<file path="src/pmr_consts.vh">
// Constants for the management register bank and its serial management port
`ifndef PMR_CONSTS_VH
`define PMR_CONSTS_VH

// ==========================================================================
// Register addresses and the PHY address zero
`define PMR_REG_CTRL 5'h00
`define PMR_REG_EVT 5'h1f
`define PMR_ADDR_ZERO 5'h00

// ==========================================================================
// Basic control register fields
`define PMR_B_RST 15
`define PMR_B_LOOP 14
`define PMR_B_RATE 13
`define PMR_B_ANEN 12
`define PMR_B_LPWR 11
`define PMR_B_ISO 10
`define PMR_B_ANRS 9
`define PMR_B_DPX 8
`define PMR_B_COLT 7
`define PMR_CTRL_DFLT 16'h3000
`define PMR_CTRL_WMASK 16'h7d80
`define PMR_CTRL_ISO_SET 16'h0400

// ==========================================================================
// Event register fields
`define PMR_EV_LATCH_HIGH 15
`define PMR_EV_LATCH_LOW 14
`define PMR_MX_W 3
`define PMR_EV_MX_HI 2
`define PMR_EV_MX_LO 0

// ==========================================================================
// Latching cell kinds
`define PMR_MODE_LATCH_HIGH 0
`define PMR_MODE_LATCH_LOW 1
`define PMR_MODE_MX 2

// ==========================================================================
// Serial frame layout
`define PMR_PRE_LEN 6'd32
`define PMR_HDR_LAST 5'd13
`define PMR_DATA_LAST 5'd15
`define PMR_FRM_ST 2'b01
`define PMR_OP_RD 2'b10
`define PMR_OP_WR 2'b01

// ==========================================================================
// Timing
`define PMR_CLK_NS 25
`define PMR_SRST_NS 2000
`define PMR_SRST_CYC ((`PMR_SRST_NS + `PMR_CLK_NS - 1) / `PMR_CLK_NS)
`define PMR_STRAP_WAIT 2'd2

`endif

</file>
<file path="src/pmr_latch_cell.v">
// Latching status cell: latch-high, latch-low or latched-maximum group
`timescale 1ns/1ps
`default_nettype none
`include "pmr_consts.vh"

module pmr_latch_cell #(
  parameter W = 1,
  parameter MODE = `PMR_MODE_LATCH_HIGH
) (
  input wire sys_clk,
  input wire arst_n,
  input wire [W-1:0] live,
  input wire reload,
  input wire init,
  output reg [W-1:0] val_r
);

  localparam [W-1:0] DFLT = (MODE == `PMR_MODE_LATCH_LOW) ? {W{1'b1}} : {W{1'b0}};

  // ========================================================================
  // Capture and reload
  always @(posedge sys_clk or negedge arst_n) begin
    if (!arst_n) begin
      val_r <= DFLT;
    end else if (init) begin
      val_r <= DFLT;
    end else if (reload) begin
      // Live level wins, so an event in the read cycle is kept
      val_r <= live;
    end else begin
      case (MODE)
        `PMR_MODE_LATCH_HIGH: val_r <= val_r | live;
        `PMR_MODE_LATCH_LOW: val_r <= val_r & live;
        default: begin
          if (live > val_r) begin
            val_r <= live;
          end
        end
      endcase
    end
  end

endmodule // pmr_latch_cell

`default_nettype wire

</file>
<file path="src/pmr_mgmt_regs.v">
// Management register bank with serial management port, control register and latching bits
`timescale 1ns/1ps
`default_nettype none
`include "pmr_consts.vh"

module pmr_mgmt_regs (
  input wire sys_clk,
  input wire arst_n,
  input wire mdc,
  input wire mdio_in,
  output reg mdio_out_r,
  output reg mdio_oe_r,
  input wire [4:0] phy_addr_pin,
  input wire ev_high,
  input wire ev_low_n,
  input wire [`PMR_MX_W-1:0] sm_state,
  input wire an_started,
  input wire [3:0] mac_txd,
  input wire mac_tx_en,
  input wire mac_tx_er,
  output reg [3:0] lb_rxd_r,
  output reg lb_rx_dv_r,
  output reg lb_rx_er_r,
  output wire loop_en,
  output wire tp_tx_en,
  output wire tp_rx_en,
  output wire col_det_en,
  output wire speed_100,
  output wire an_enable,
  output wire low_power,
  output wire isolate,
  output wire duplex_full,
  output wire an_restart_req,
  output wire soft_reset
);

  localparam [2:0] S_PRE = 3'd0;
  localparam [2:0] S_HDR = 3'd1;
  localparam [2:0] S_TA = 3'd2;
  localparam [2:0] S_DAT = 3'd3;
  localparam integer SRST_CYC = `PMR_SRST_CYC;

  function [15:0] ctrl_default;
    input [4:0] addr;
    begin
      ctrl_default = (addr == `PMR_ADDR_ZERO) ?
        (`PMR_CTRL_DFLT | `PMR_CTRL_ISO_SET) : `PMR_CTRL_DFLT;
    end
  endfunction

  // ========================================================================
  // Pin synchronisers
  reg mdc_s1_r, mdc_s2_r, mdc_s3_r;
  reg mdio_s1_r, mdio_s2_r;
  reg [4:0] pa_s1_r, pa_s2_r;
  wire mdc_rise = mdc_s2_r & ~mdc_s3_r;

  always @(posedge sys_clk or negedge arst_n) begin
    if (!arst_n) begin
      mdc_s1_r <= 1'b0;
      mdc_s2_r <= 1'b0;
      mdc_s3_r <= 1'b0;
      mdio_s1_r <= 1'b1;
      mdio_s2_r <= 1'b1;
      pa_s1_r <= 5'h00;
      pa_s2_r <= 5'h00;
    end else begin
      mdc_s1_r <= mdc;
      mdc_s2_r <= mdc_s1_r;
      mdc_s3_r <= mdc_s2_r;
      mdio_s1_r <= mdio_in;
      mdio_s2_r <= mdio_s1_r;
      pa_s1_r <= phy_addr_pin;
      pa_s2_r <= pa_s1_r;
    end
  end

  // ========================================================================
  // Serial frame engine
  reg [2:0] st_r;
  reg [5:0] pre_cnt_r;
  reg [4:0] bit_cnt_r;
  reg [15:0] sh_r;
  reg [4:0] reg_sel_r;
  reg is_rd_r;
  reg rd_cap_r;
  reg wr_done_r;
  reg strap_done_r;
  reg [4:0] strap_addr_r;
  wire [13:0] hdr_w = {sh_r[12:0], mdio_s2_r};
  wire hdr_ok = (hdr_w[13:12] == `PMR_FRM_ST) && (hdr_w[9:5] == strap_addr_r) &&
    ((hdr_w[11:10] == `PMR_OP_RD) || (hdr_w[11:10] == `PMR_OP_WR)) && strap_done_r;
  reg [15:0] rd_word;

  always @(posedge sys_clk or negedge arst_n) begin
    if (!arst_n) begin
      st_r <= S_PRE;
      pre_cnt_r <= 6'd0;
      bit_cnt_r <= 5'd0;
      sh_r <= 16'h0000;
      reg_sel_r <= 5'h00;
      is_rd_r <= 1'b0;
      rd_cap_r <= 1'b0;
      wr_done_r <= 1'b0;
      mdio_out_r <= 1'b0;
      mdio_oe_r <= 1'b0;
    end else begin
      rd_cap_r <= 1'b0;
      wr_done_r <= 1'b0;
      if (mdc_rise) begin
        case (st_r)
          S_PRE: begin
            if (mdio_s2_r) begin
              if (pre_cnt_r != `PMR_PRE_LEN) begin
                pre_cnt_r <= pre_cnt_r + 6'd1;
              end
            end else begin
              if (pre_cnt_r == `PMR_PRE_LEN) begin
                st_r <= S_HDR;
                sh_r <= 16'h0000;
                bit_cnt_r <= 5'd1;
              end
              pre_cnt_r <= 6'd0;
            end
          end
          S_HDR: begin
            sh_r <= {sh_r[14:0], mdio_s2_r};
            bit_cnt_r <= bit_cnt_r + 5'd1;
            if (bit_cnt_r == `PMR_HDR_LAST) begin
              bit_cnt_r <= 5'd0;
              reg_sel_r <= hdr_w[4:0];
              is_rd_r <= (hdr_w[11:10] == `PMR_OP_RD);
              st_r <= hdr_ok ? S_TA : S_PRE;
            end
          end
          S_TA: begin
            bit_cnt_r <= bit_cnt_r + 5'd1;
            if (is_rd_r) begin
              if (bit_cnt_r == 5'd0) begin
                mdio_oe_r <= 1'b1;
                mdio_out_r <= 1'b0;
              end else begin
                sh_r <= rd_word;
                mdio_out_r <= rd_word[15];
                rd_cap_r <= 1'b1;
                st_r <= S_DAT;
                bit_cnt_r <= 5'd0;
              end
            end else if (bit_cnt_r != 5'd0) begin
              st_r <= S_DAT;
              bit_cnt_r <= 5'd0;
            end
          end
          default: begin
            bit_cnt_r <= bit_cnt_r + 5'd1;
            if (is_rd_r) begin
              if (bit_cnt_r == `PMR_DATA_LAST) begin
                mdio_oe_r <= 1'b0;
                mdio_out_r <= 1'b0;
                st_r <= S_PRE;
              end else begin
                sh_r <= {sh_r[14:0], 1'b0};
                mdio_out_r <= sh_r[14];
              end
            end else begin
              sh_r <= {sh_r[14:0], mdio_s2_r};
              if (bit_cnt_r == `PMR_DATA_LAST) begin
                wr_done_r <= 1'b1;
                st_r <= S_PRE;
              end
            end
          end
        endcase
      end
    end
  end

  // ========================================================================
  // Basic control register
  reg [15:0] ctrl_r;
  reg an_restart_r;
  reg srst_busy_r;
  reg [7:0] srst_cnt_r;
  reg [1:0] strap_cnt_r;
  wire ctrl_wr = wr_done_r && (reg_sel_r == `PMR_REG_CTRL) && !srst_busy_r;
  wire lp_enter = ctrl_wr && sh_r[`PMR_B_LPWR] && !ctrl_r[`PMR_B_LPWR];
  wire latch_init = lp_enter || srst_busy_r;

  always @(posedge sys_clk or negedge arst_n) begin
    if (!arst_n) begin
      ctrl_r <= `PMR_CTRL_DFLT;
      an_restart_r <= 1'b0;
      srst_busy_r <= 1'b0;
      srst_cnt_r <= 8'h00;
      strap_cnt_r <= 2'd0;
      strap_done_r <= 1'b0;
      strap_addr_r <= 5'h00;
    end else begin
      // Strap is read only after the synchroniser has filled past reset release
      if (!strap_done_r) begin
        if (strap_cnt_r == `PMR_STRAP_WAIT) begin
          strap_done_r <= 1'b1;
          strap_addr_r <= pa_s2_r;
          ctrl_r <= ctrl_default(pa_s2_r);
        end else begin
          strap_cnt_r <= strap_cnt_r + 2'd1;
        end
      end
      if (srst_busy_r) begin
        ctrl_r <= ctrl_default(strap_addr_r);
        an_restart_r <= 1'b0;
        if (srst_cnt_r == 8'h00) begin
          srst_busy_r <= 1'b0;
        end else begin
          srst_cnt_r <= srst_cnt_r - 8'h01;
        end
      end else begin
        if (an_restart_r && an_started) begin
          an_restart_r <= 1'b0;
        end
        if (ctrl_wr) begin
          if (sh_r[`PMR_B_RST]) begin
            srst_busy_r <= 1'b1;
            srst_cnt_r <= SRST_CYC[7:0];
          end else begin
            // Reserved bits are masked out and never stored
            ctrl_r <= sh_r & `PMR_CTRL_WMASK;
            if (sh_r[`PMR_B_ANRS] && ctrl_r[`PMR_B_ANEN]) begin
              an_restart_r <= 1'b1;
            end
          end
        end
      end
    end
  end

  // ========================================================================
  // Latching status cells
  wire ev_reload = rd_cap_r && (reg_sel_r == `PMR_REG_EVT);
  wire hi_val, lo_val;
  wire [`PMR_MX_W-1:0] mx_val;

  pmr_latch_cell #(.W(1), .MODE(`PMR_MODE_LATCH_HIGH)) u_hi_latch (
    .sys_clk(sys_clk), .arst_n(arst_n), .live(ev_high), .reload(ev_reload),
    .init(latch_init), .val_r(hi_val)
  );

  pmr_latch_cell #(.W(1), .MODE(`PMR_MODE_LATCH_LOW)) u_lo_latch (
    .sys_clk(sys_clk), .arst_n(arst_n), .live(ev_low_n), .reload(ev_reload),
    .init(latch_init), .val_r(lo_val)
  );

  pmr_latch_cell #(.W(`PMR_MX_W), .MODE(`PMR_MODE_MX)) u_mx (
    .sys_clk(sys_clk), .arst_n(arst_n), .live(sm_state), .reload(ev_reload),
    .init(srst_busy_r), .val_r(mx_val)
  );

  // ========================================================================
  // Read data
  always @* begin
    rd_word = 16'h0000;
    if (reg_sel_r == `PMR_REG_CTRL) begin
      rd_word = ctrl_r;
      rd_word[`PMR_B_RST] = srst_busy_r;
      rd_word[`PMR_B_ANRS] = an_restart_r;
    end else if (reg_sel_r == `PMR_REG_EVT) begin
      rd_word[`PMR_EV_LATCH_HIGH] = hi_val;
      rd_word[`PMR_EV_LATCH_LOW] = lo_val;
      rd_word[`PMR_EV_MX_HI:`PMR_EV_MX_LO] = mx_val;
    end
  end

  // ========================================================================
  // Loopback path
  // One register stage, far inside the 512 bit time limit at either rate
  always @(posedge sys_clk or negedge arst_n) begin
    if (!arst_n) begin
      lb_rxd_r <= 4'h0;
      lb_rx_dv_r <= 1'b0;
      lb_rx_er_r <= 1'b0;
    end else begin
      lb_rxd_r <= loop_en ? mac_txd : 4'h0;
      lb_rx_dv_r <= loop_en && mac_tx_en;
      lb_rx_er_r <= loop_en && mac_tx_er;
    end
  end

  // ========================================================================
  // Mode outputs
  assign loop_en = ctrl_r[`PMR_B_LOOP];
  assign tp_tx_en = !loop_en && !low_power;
  assign tp_rx_en = !loop_en && !low_power;
  assign col_det_en = !loop_en || ctrl_r[`PMR_B_COLT];
  assign speed_100 = ctrl_r[`PMR_B_RATE];
  assign an_enable = ctrl_r[`PMR_B_ANEN];
  assign low_power = ctrl_r[`PMR_B_LPWR];
  assign isolate = ctrl_r[`PMR_B_ISO];
  assign duplex_full = ctrl_r[`PMR_B_DPX];
  assign an_restart_req = an_restart_r;
  assign soft_reset = srst_busy_r;

endmodule // pmr_mgmt_regs

`default_nettype wire

</file>
<file path="config.mk">
export PLATFORM = sky130hd
export DESIGN_NAME = pmr_mgmt_regs
export DESIGN_NICKNAME = d
export VERILOG_FILES = /design/src/pmr_latch_cell.v /design/src/pmr_mgmt_regs.v
export VERILOG_INCLUDE_DIRS = /design/src
export SDC_FILE = /design/constraint.sdc
export NUM_CORES = 1
export LEC_CHECK = 0
export BUFFER_PORTS_ARGS = -buffer_cell sky130_fd_sc_hd__buf_2
export CAP_MARGIN = 20
export CORE_MARGIN = 2
export CORE_UTILIZATION = 40
export CTS_CLUSTER_DIAMETER = 100
export CTS_CLUSTER_SIZE = 30
export DETAILED_ROUTE_END_ITERATION = 6
export PLACE_DENSITY = 0.58
export SYNTH_ARGS = -nofsm -noshare
export SYNTH_HDL_FRONTEND = slang
export SYNTH_SLANG_ARGS = --single-unit
</file>
<file path="constraint.sdc">
create_clock -name sys_clk -period 2.5 [get_ports sys_clk]
set_input_delay 0.25 -clock sys_clk [delete_from_list [all_inputs] [get_ports sys_clk]]
set_output_delay 0.25 -clock sys_clk [all_outputs]
set_load 0.01 [all_outputs]
</file>
; ---- Word level (Yosys, flattened, before mapping)
; Index checks and enable logic that the tools add are counted.
[totals]
romBits = 0
memories = 0
register_bits = 100
inputBits = 21
ram_bits = 0
latchBits = 0
elab_cells = 186
out_inout_bits = 19
[op_classes]
mul = 0
n_mux = 78
eq_ne = 23
n_div = 0
n_lt_le_gt_ge = 1
shifts = 0
addsub = 4
reduce_logical = 43
bitwise_logic = 7
[ops]
columns = operator, count
row1 = 16-bit two-way mux, 11
row2 = 16-bit one-hot mux with 3 select lines, 1
row3 = 3-bit two-way mux, 12
row4 = 11-bit two-way mux, 3
row5 = 8-bit two-way mux, 4
row6 = 1-bit two-way mux, 31
row7 = 5-bit two-way mux, 6
row8 = 5-bit zero test, 4
row9 = 5-bit one-hot mux with 3 select lines, 1
row10 = 3-bit AND reduction, 5
row11 = "2-bit != test, second input constant", 7
row12 = 1-bit logical AND, 13
row13 = 6-bit two-way mux, 2
row14 = "5-bit by 4-bit equality test with 1-bit output, second input constant", 2
row15 = 3-bit one-hot mux with 3 select lines, 1
row16 = 8-bit zero test, 1
row17 = "8-bit by 1-bit subtractor with 8-bit output, second input constant", 1
row18 = 7-bit AND reduction, 1
row19 = "6-bit by 1-bit adder with 6-bit output, second input constant", 1
row20 = "6-bit equality test, second input constant", 1
row21 = 2-bit two-way mux, 3
row22 = "3-bit != test, second input constant", 2
row23 = "6-bit != test, second input constant", 1
row24 = 6-bit AND reduction, 1
row25 = 27 further kinds, 41

; ---- Longest topological paths before layout
[logic_depth]
depth_word = 7
depth_mapped = 8
mapped_depth_nobuf = 7

; ---- Hierarchy
; Synthesis repeated with hierarchy kept, for this count alone.
[hier_totals]
cells_unflattened = 423
hier_area_um2 = 4667.0
[modules_own_cells]
columns = module, cells_per_inst, seq_area_each_um2, area_per_inst_um2, instances
row1 = pmr_mgmt_regs, 393, 2307.2, 4356.7, 1
row2 = pmr_latch_cell at u_mx, 23, 75.1, 229.0, 1
row3 = pmr_latch_cell at u_hi_latch, 4, 25.0, 43.8, 1
row4 = pmr_latch_cell at u_lo_latch, 3, 26.3, 37.5, 1

; ---- Least setup slack after synthesis
; OpenSTA, ideal clock, no wires.
[synth_path]
kind = flip-flop to flip-flop
startpoint = register pre_cnt_r[0]
endpoint = register sh_r[9]
t_required_ps = 2370
arrival_time_ps = 1888
period_less_slack_ps = 2018
slack_ps = 482
setup_time_ps = 130
path_stages_with_launch = 8
path_buffers = 0
path_cell_list = dfrtp_1 inv_1 ha_1 or4bb_1 a2bb2oi_1 a211o_1 a221oi_1 a21oi_1
[synth_via]
elab_chain_len = 3
[synth_lines]
columns = element, line_no
row1 = "start, declared", pmr_mgmt_regs.v:81  ; reg [5:0] pre_cnt_r;
row2 = "start signal, assigned", pmr_mgmt_regs.v:115  ; pre_cnt_r <= pre_cnt_r + 6'd1;
row3 = 6-bit equality test (no line), -
row4 = 2-bit != test (no line), -
row5 = 6-bit AND reduction (no line), -
row6 = "end signal, assigned", pmr_mgmt_regs.v:127  ; sh_r <= {sh_r[14:0], mdio_s2_r};
row7 = "end signal, assigned", pmr_mgmt_regs.v:143  ; sh_r <= rd_word;
row8 = "end signal, assigned", pmr_mgmt_regs.v:162  ; sh_r <= {sh_r[14:0], 1'b0};
row9 = "end, declared", pmr_mgmt_regs.v:83  ; reg [15:0] sh_r;
; No other way between the ends.
; A chain may end at the register's enable or synchronous reset.

; ---- Worst setup path in the final report
[layout_path]
startpoint = register pre_cnt_r[0]
endpoint = register sh_r[10]
; Same word-level chain as after synthesis.

==> impl_results.rst <==
.. list-table::
   :header-rows: 1

   * - Metric
     - Value
   * - Largest area contributor in the synthesized netlist
     - sky130_fd_sc_hd__dfrtp_1
   * - TritonCTS clock tree
     - done
   * - Clock transition at path regs
     - 0.10 ns
   * - Endpoint of the most critical register-to-register path
     - sh_r[10]$_DFFE_PN0P_
   * - Setup CP Type
     - flip-flop to flip-flop
   * - Clock Path Buffers
     - 2
   * - Share of Yosys cell area claimed by the top area cell type
     - 0.518
   * - Number of register bits inferred by synthesis
     - 97
   * - Largest family of logic cells by synthesized area
     - simple AND/OR/NAND/NOR gates
   * - Via count of the first global-routing pass
     - 3119
   * - Adder-cell area share of the yosys netlist
     - 0.0450
   * - Clk Tree Root Cell
     - sky130_fd_sc_hd__clkbuf_8
   * - Antenna violations before repair
     - 0
   * - Nets
     - 506
   * - Cells on worst reg2reg path
     - 8
   * - Maximum clock frequency
     - 439 MHz
   * - Main synth FF type
     - sky130_fd_sc_hd__dfrtp_1
   * - Final setup violation count
     - 0
   * - Number of cells in the finished layout apart from fillers
     - 614
   * - Post-synthesis instance total
     - 416
   * - Starting utilization of the core area
     - 0.410
   * - Async set-or-reset flop fraction in the synthesized netlist
     - 1.00
   * - Number of max-slew violations in the final report
     - 0
   * - Worst slew pin tran
     - 0.859 ns
   * - Number of warnings reported in the yosys synthesis log
     - 0
   * - Max Cap Viol
     - 0
   * - Worst endpoint data arrival time
     - 2.54 ns
   * - Result of the run
     - complete, no violations
   * - XOR/XNOR share of the synthesized area
     - 0.0217
   * - Shortest period the worst path allows
     - 2.28 ns
   * - Number of failing hold endpoints at the final stage
     - 0
   * - Post-synthesis compound-gate area fraction
     - 0.129
   * - Delay contributed by the slowest stage of the critical path
     - 0.52 ns
   * - Pwr/cell area
     - 573 nW/um^2
   * - Global route overflow
     - 0
   * - DP HPWL
     - 6.61 mm
   * - RePlAce Congestion
     - 0.795
   * - Worst r2r src
     - pre_cnt_r[0]$_DFFE_PN0P_
   * - Top area cells in the synthesized netlist
     - sky130_fd_sc_hd__dfrtp_1, sky130_fd_sc_hd__ha_1, sky130_fd_sc_hd__nand2_1, sky130_fd_sc_hd__dfstp_2, sky130_fd_sc_hd__and2_1
   * - Later-pin clock latency in the skew report
     - 0.38 ns
   * - Netlist area before placement
     - 4450 um^2
   * - Critical path, cell by cell
     - inv_1, ha_1, or4bb_1, a2bb2oi_1, a211o_2, buf_4, nand2_1, o21ai_1
   * - Average wire per standard cell
     - 15.1 um
   * - Core Footprint
     - 10800 um^2
   * - Worst supply voltage drop on vdd
     - 366 uV
   * - Buffers on Ports
     - 39
   * - Path type of the worst min-delay path
     - input port to flip-flop
   * - Number of iterations in the first detailed-routing pass
     - 4
   * - First-pass GRT wire length
     - 15.8 mm
   * - ANT nets after route
     - 0
   * - Startpoint types
     - flip-flop
   * - IO Count
     - 40
   * - Number of antenna repair diodes
     - 0
   * - PnR Total Power
     - 2.91 mW
   * - Cell at the slowest stage of the critical path
     - sky130_fd_sc_hd__or4bb_1
   * - Critical Path End Type
     - flip-flop
   * - Via density per instance
     - 5.21
   * - Number of flops mapped to enable cells by yosys
     - 0
   * - Worst EP required
     - 2.76 ns
   * - Avg Inst Size Synth
     - 10.7 um^2
   * - Sequential area share after synthesis
     - 0.547
   * - Distinct cell type count after synthesis
     - 55
   * - Setup repair after global routing missed its margin
     - false
   * - Part of the cycle the worst path needs
     - 0.912
   * - Filler Cell Count
     - 1037
   * - CTS Sinks
     - 97
   * - Share of final-layout standard cells stronger than drive strength 1
     - 0.169
   * - Hold Path End
     - u_lo_latch.val_r$_DFF_PN1_
   * - Maximum number of pins on one net before global-route repair
     - 61
   * - H-tree depth
     - 3
   * - Layout overhead on the synthesized area
     - 14.3%
   * - Simple-gate area share of the yosys netlist
     - 0.203
   * - Hold Crit Depth
     - 2
   * - DR iter-0 viols
     - 135
   * - Overall fraction of global-route tracks in use
     - 0.172
   * - Count of unresolved DRC violations after routing
     - 0
   * - HP Start
     - ev_low_n
   * - Register-to-register setup slack
     - 0.22 ns
   * - Post-route setup TNS
     - 0 ns
   * - Total number of vias
     - 3202
   * - Die footprint
     - 12000 um^2
   * - Crit Path Max Fanout
     - 14
   * - Clock buffers created by TritonCTS
     - 9
   * - Die outline height
     - 109 um
   * - Launch point of the critical path
     - pre_cnt_r[0]$_DFFE_PN0P_
   * - Count of standard-cell rows
     - 38
   * - Mapped Nets
     - 453
   * - Die width
     - 109 um
   * - Total detailed-routing wirelength
     - 9.29 mm
   * - Slew margin rel.
     - 0.427
   * - Cell Count Post-Placement
     - 590
   * - Clock skew after layout
     - 0.0162 ns
   * - Leak Pwr
     - 2.33 nW
   * - Mux share of post-synthesis cell area
     - 0.0220
==> worst max-delay path: cells and delay by family, from the launching register on <==
family	cells	cell delay (ns)
DFF	1	0.43
AOI/OAI and AO/OA	3	0.74
and+or+nand+nor	2	0.59
buffers and inverters	2	0.28
adders and majority gates	1	0.13
==> through the flow <==
| step | hold WS, ns | utilization | instance area (um^2) | worst slack [ns] |
|---|---|---|---|---|
| 2_1_floorplan | -0.0456 | - | 4450 | 0.482 |
| 3_3_place_gp | 0.242 | 0.444 | 4820 | 0.234 |
| 3_5_place_dp | 0.246 | 0.444 | 4820 | 0.185 |
| 4_1_cts | 0.0613 | 0.469 | 5080 | 0.155 |
| 5_1_grt | 0.0614 | 0.469 | 5080 | 0.0719 |
| 6_report | 0.0754 | 0.469 | 5080 | 0.221 |
==> Yosys cell counts (all sizes together) (6+ instances only) <==
library cell and number:
a21oi 10, nand2b 8, and2 17, o21ai 30, clkbuf 8, ha 16
buf 6, xnor2 6, a22o 8, inv 17, nor3 12, mux2 6
nor2 23, dfrtp 92, nand2 53, nor2b 7, nand3 11, a22oi 11
==> report_power, final <==
part / switching [mW] / internal (mW) / total, mW
sequential: 0.0650 / 1.63 / 1.70
combinational: 0.127 / 0.129 / 0.256
clock: 0.542 / 0.417 / 0.959
total: 0.735 / 2.18 / 2.91
==> logic make-up (layout without fill, tap and decap cells) <==
family          after synthesis  after routing
flops                        97             97
fa+ha+maj                    16             16
mux                           9              9
simple gates                166            166
buf+inv                      31             89
xor+xnor                     11             11
compound gates               86             86
==> sequential cells by signal (all words and copies together) (netlist names), 2 cells and up <==
| name | flops |
|---|---|
| st_r | 2 |
| pa_s1_r | 5 |
| sh_r | 16 |
| pa_s2_r | 5 |
| u_mx.val_r | 3 |
| lb_rxd_r | 4 |
| pre_cnt_r | 6 |
| bit_cnt_r | 5 |
| reg_sel_r | 5 |
| srst_cnt_r | 8 |
| ctrl_r | 14 |
| strap_addr_r | 5 |
| strap_cnt_r | 2 |
==> repair_timing <==
item	in CTS	in global routing
hold buffers	8	0
endpoints found under the hold margin	44	0
setup buffers	0	0
endpoints found under the setup margin	0	2
resized for setup	0	1
==> per-layer routing <==
layer  vias to the layer above  global-route usage  part of all wire
met5                         -                   0                 0
met1                      1561               0.238              0.49
met4                         0              0.0687             0.016
met3                         7              0.0480             0.038
li1                       1576                   -                 -
met2                        58               0.257              0.45
==> worst max-delay path by stage <==
stage / to / slack [ns] / cells past startpoint
3_3_place_gp: sh_r[14]$_DFFE_PN0P_ / 0.23 / 8
3_5_place_dp: sh_r[10]$_DFFE_PN0P_ / 0.19 / 8
6_report: sh_r[10]$_DFFE_PN0P_ / 0.22 / 8
4_1_cts: sh_r[10]$_DFFE_PN0P_ / 0.15 / 8
2_1_floorplan: sh_r[9]$_DFFE_PN0P_ / 0.48 / 7
5_1_grt: sh_r[10]$_DFFE_PN0P_ / 0.07 / 8
==> layout make-up <==
type | instances | area, um^2 | share of cell area
well taps | 140 | 175 | 0.0345
flip-flops and latches | 97 | 2430 | 0.479
multi-input cells | 288 | 1870 | 0.368
inverters | 17 | 63.8 | 0.0126
clock buffers | 12 | 155 | 0.0305
repair buffers | 56 | 358 | 0.0704
clock inverters | 4 | 28.8 | 0.00566
==> layout by cell type (no fill, tap or decap), drive strengths merged, types with 10 or more instances in the layout <==
cell type / synthesis / routed
clkbuf: 8 / 12
a22oi: 11 / 11
inv: 17 / 17
and2: 17 / 17
ha: 16 / 16
o21ai: 30 / 30
nand3: 11 / 11
buf: 6 / 48
dfrtp: 92 / 92
a21oi: 10 / 10
nor2: 23 / 23
nand2: 53 / 53
nor3: 12 / 12
No activity file was read; power rests on OpenSTA's default activity.
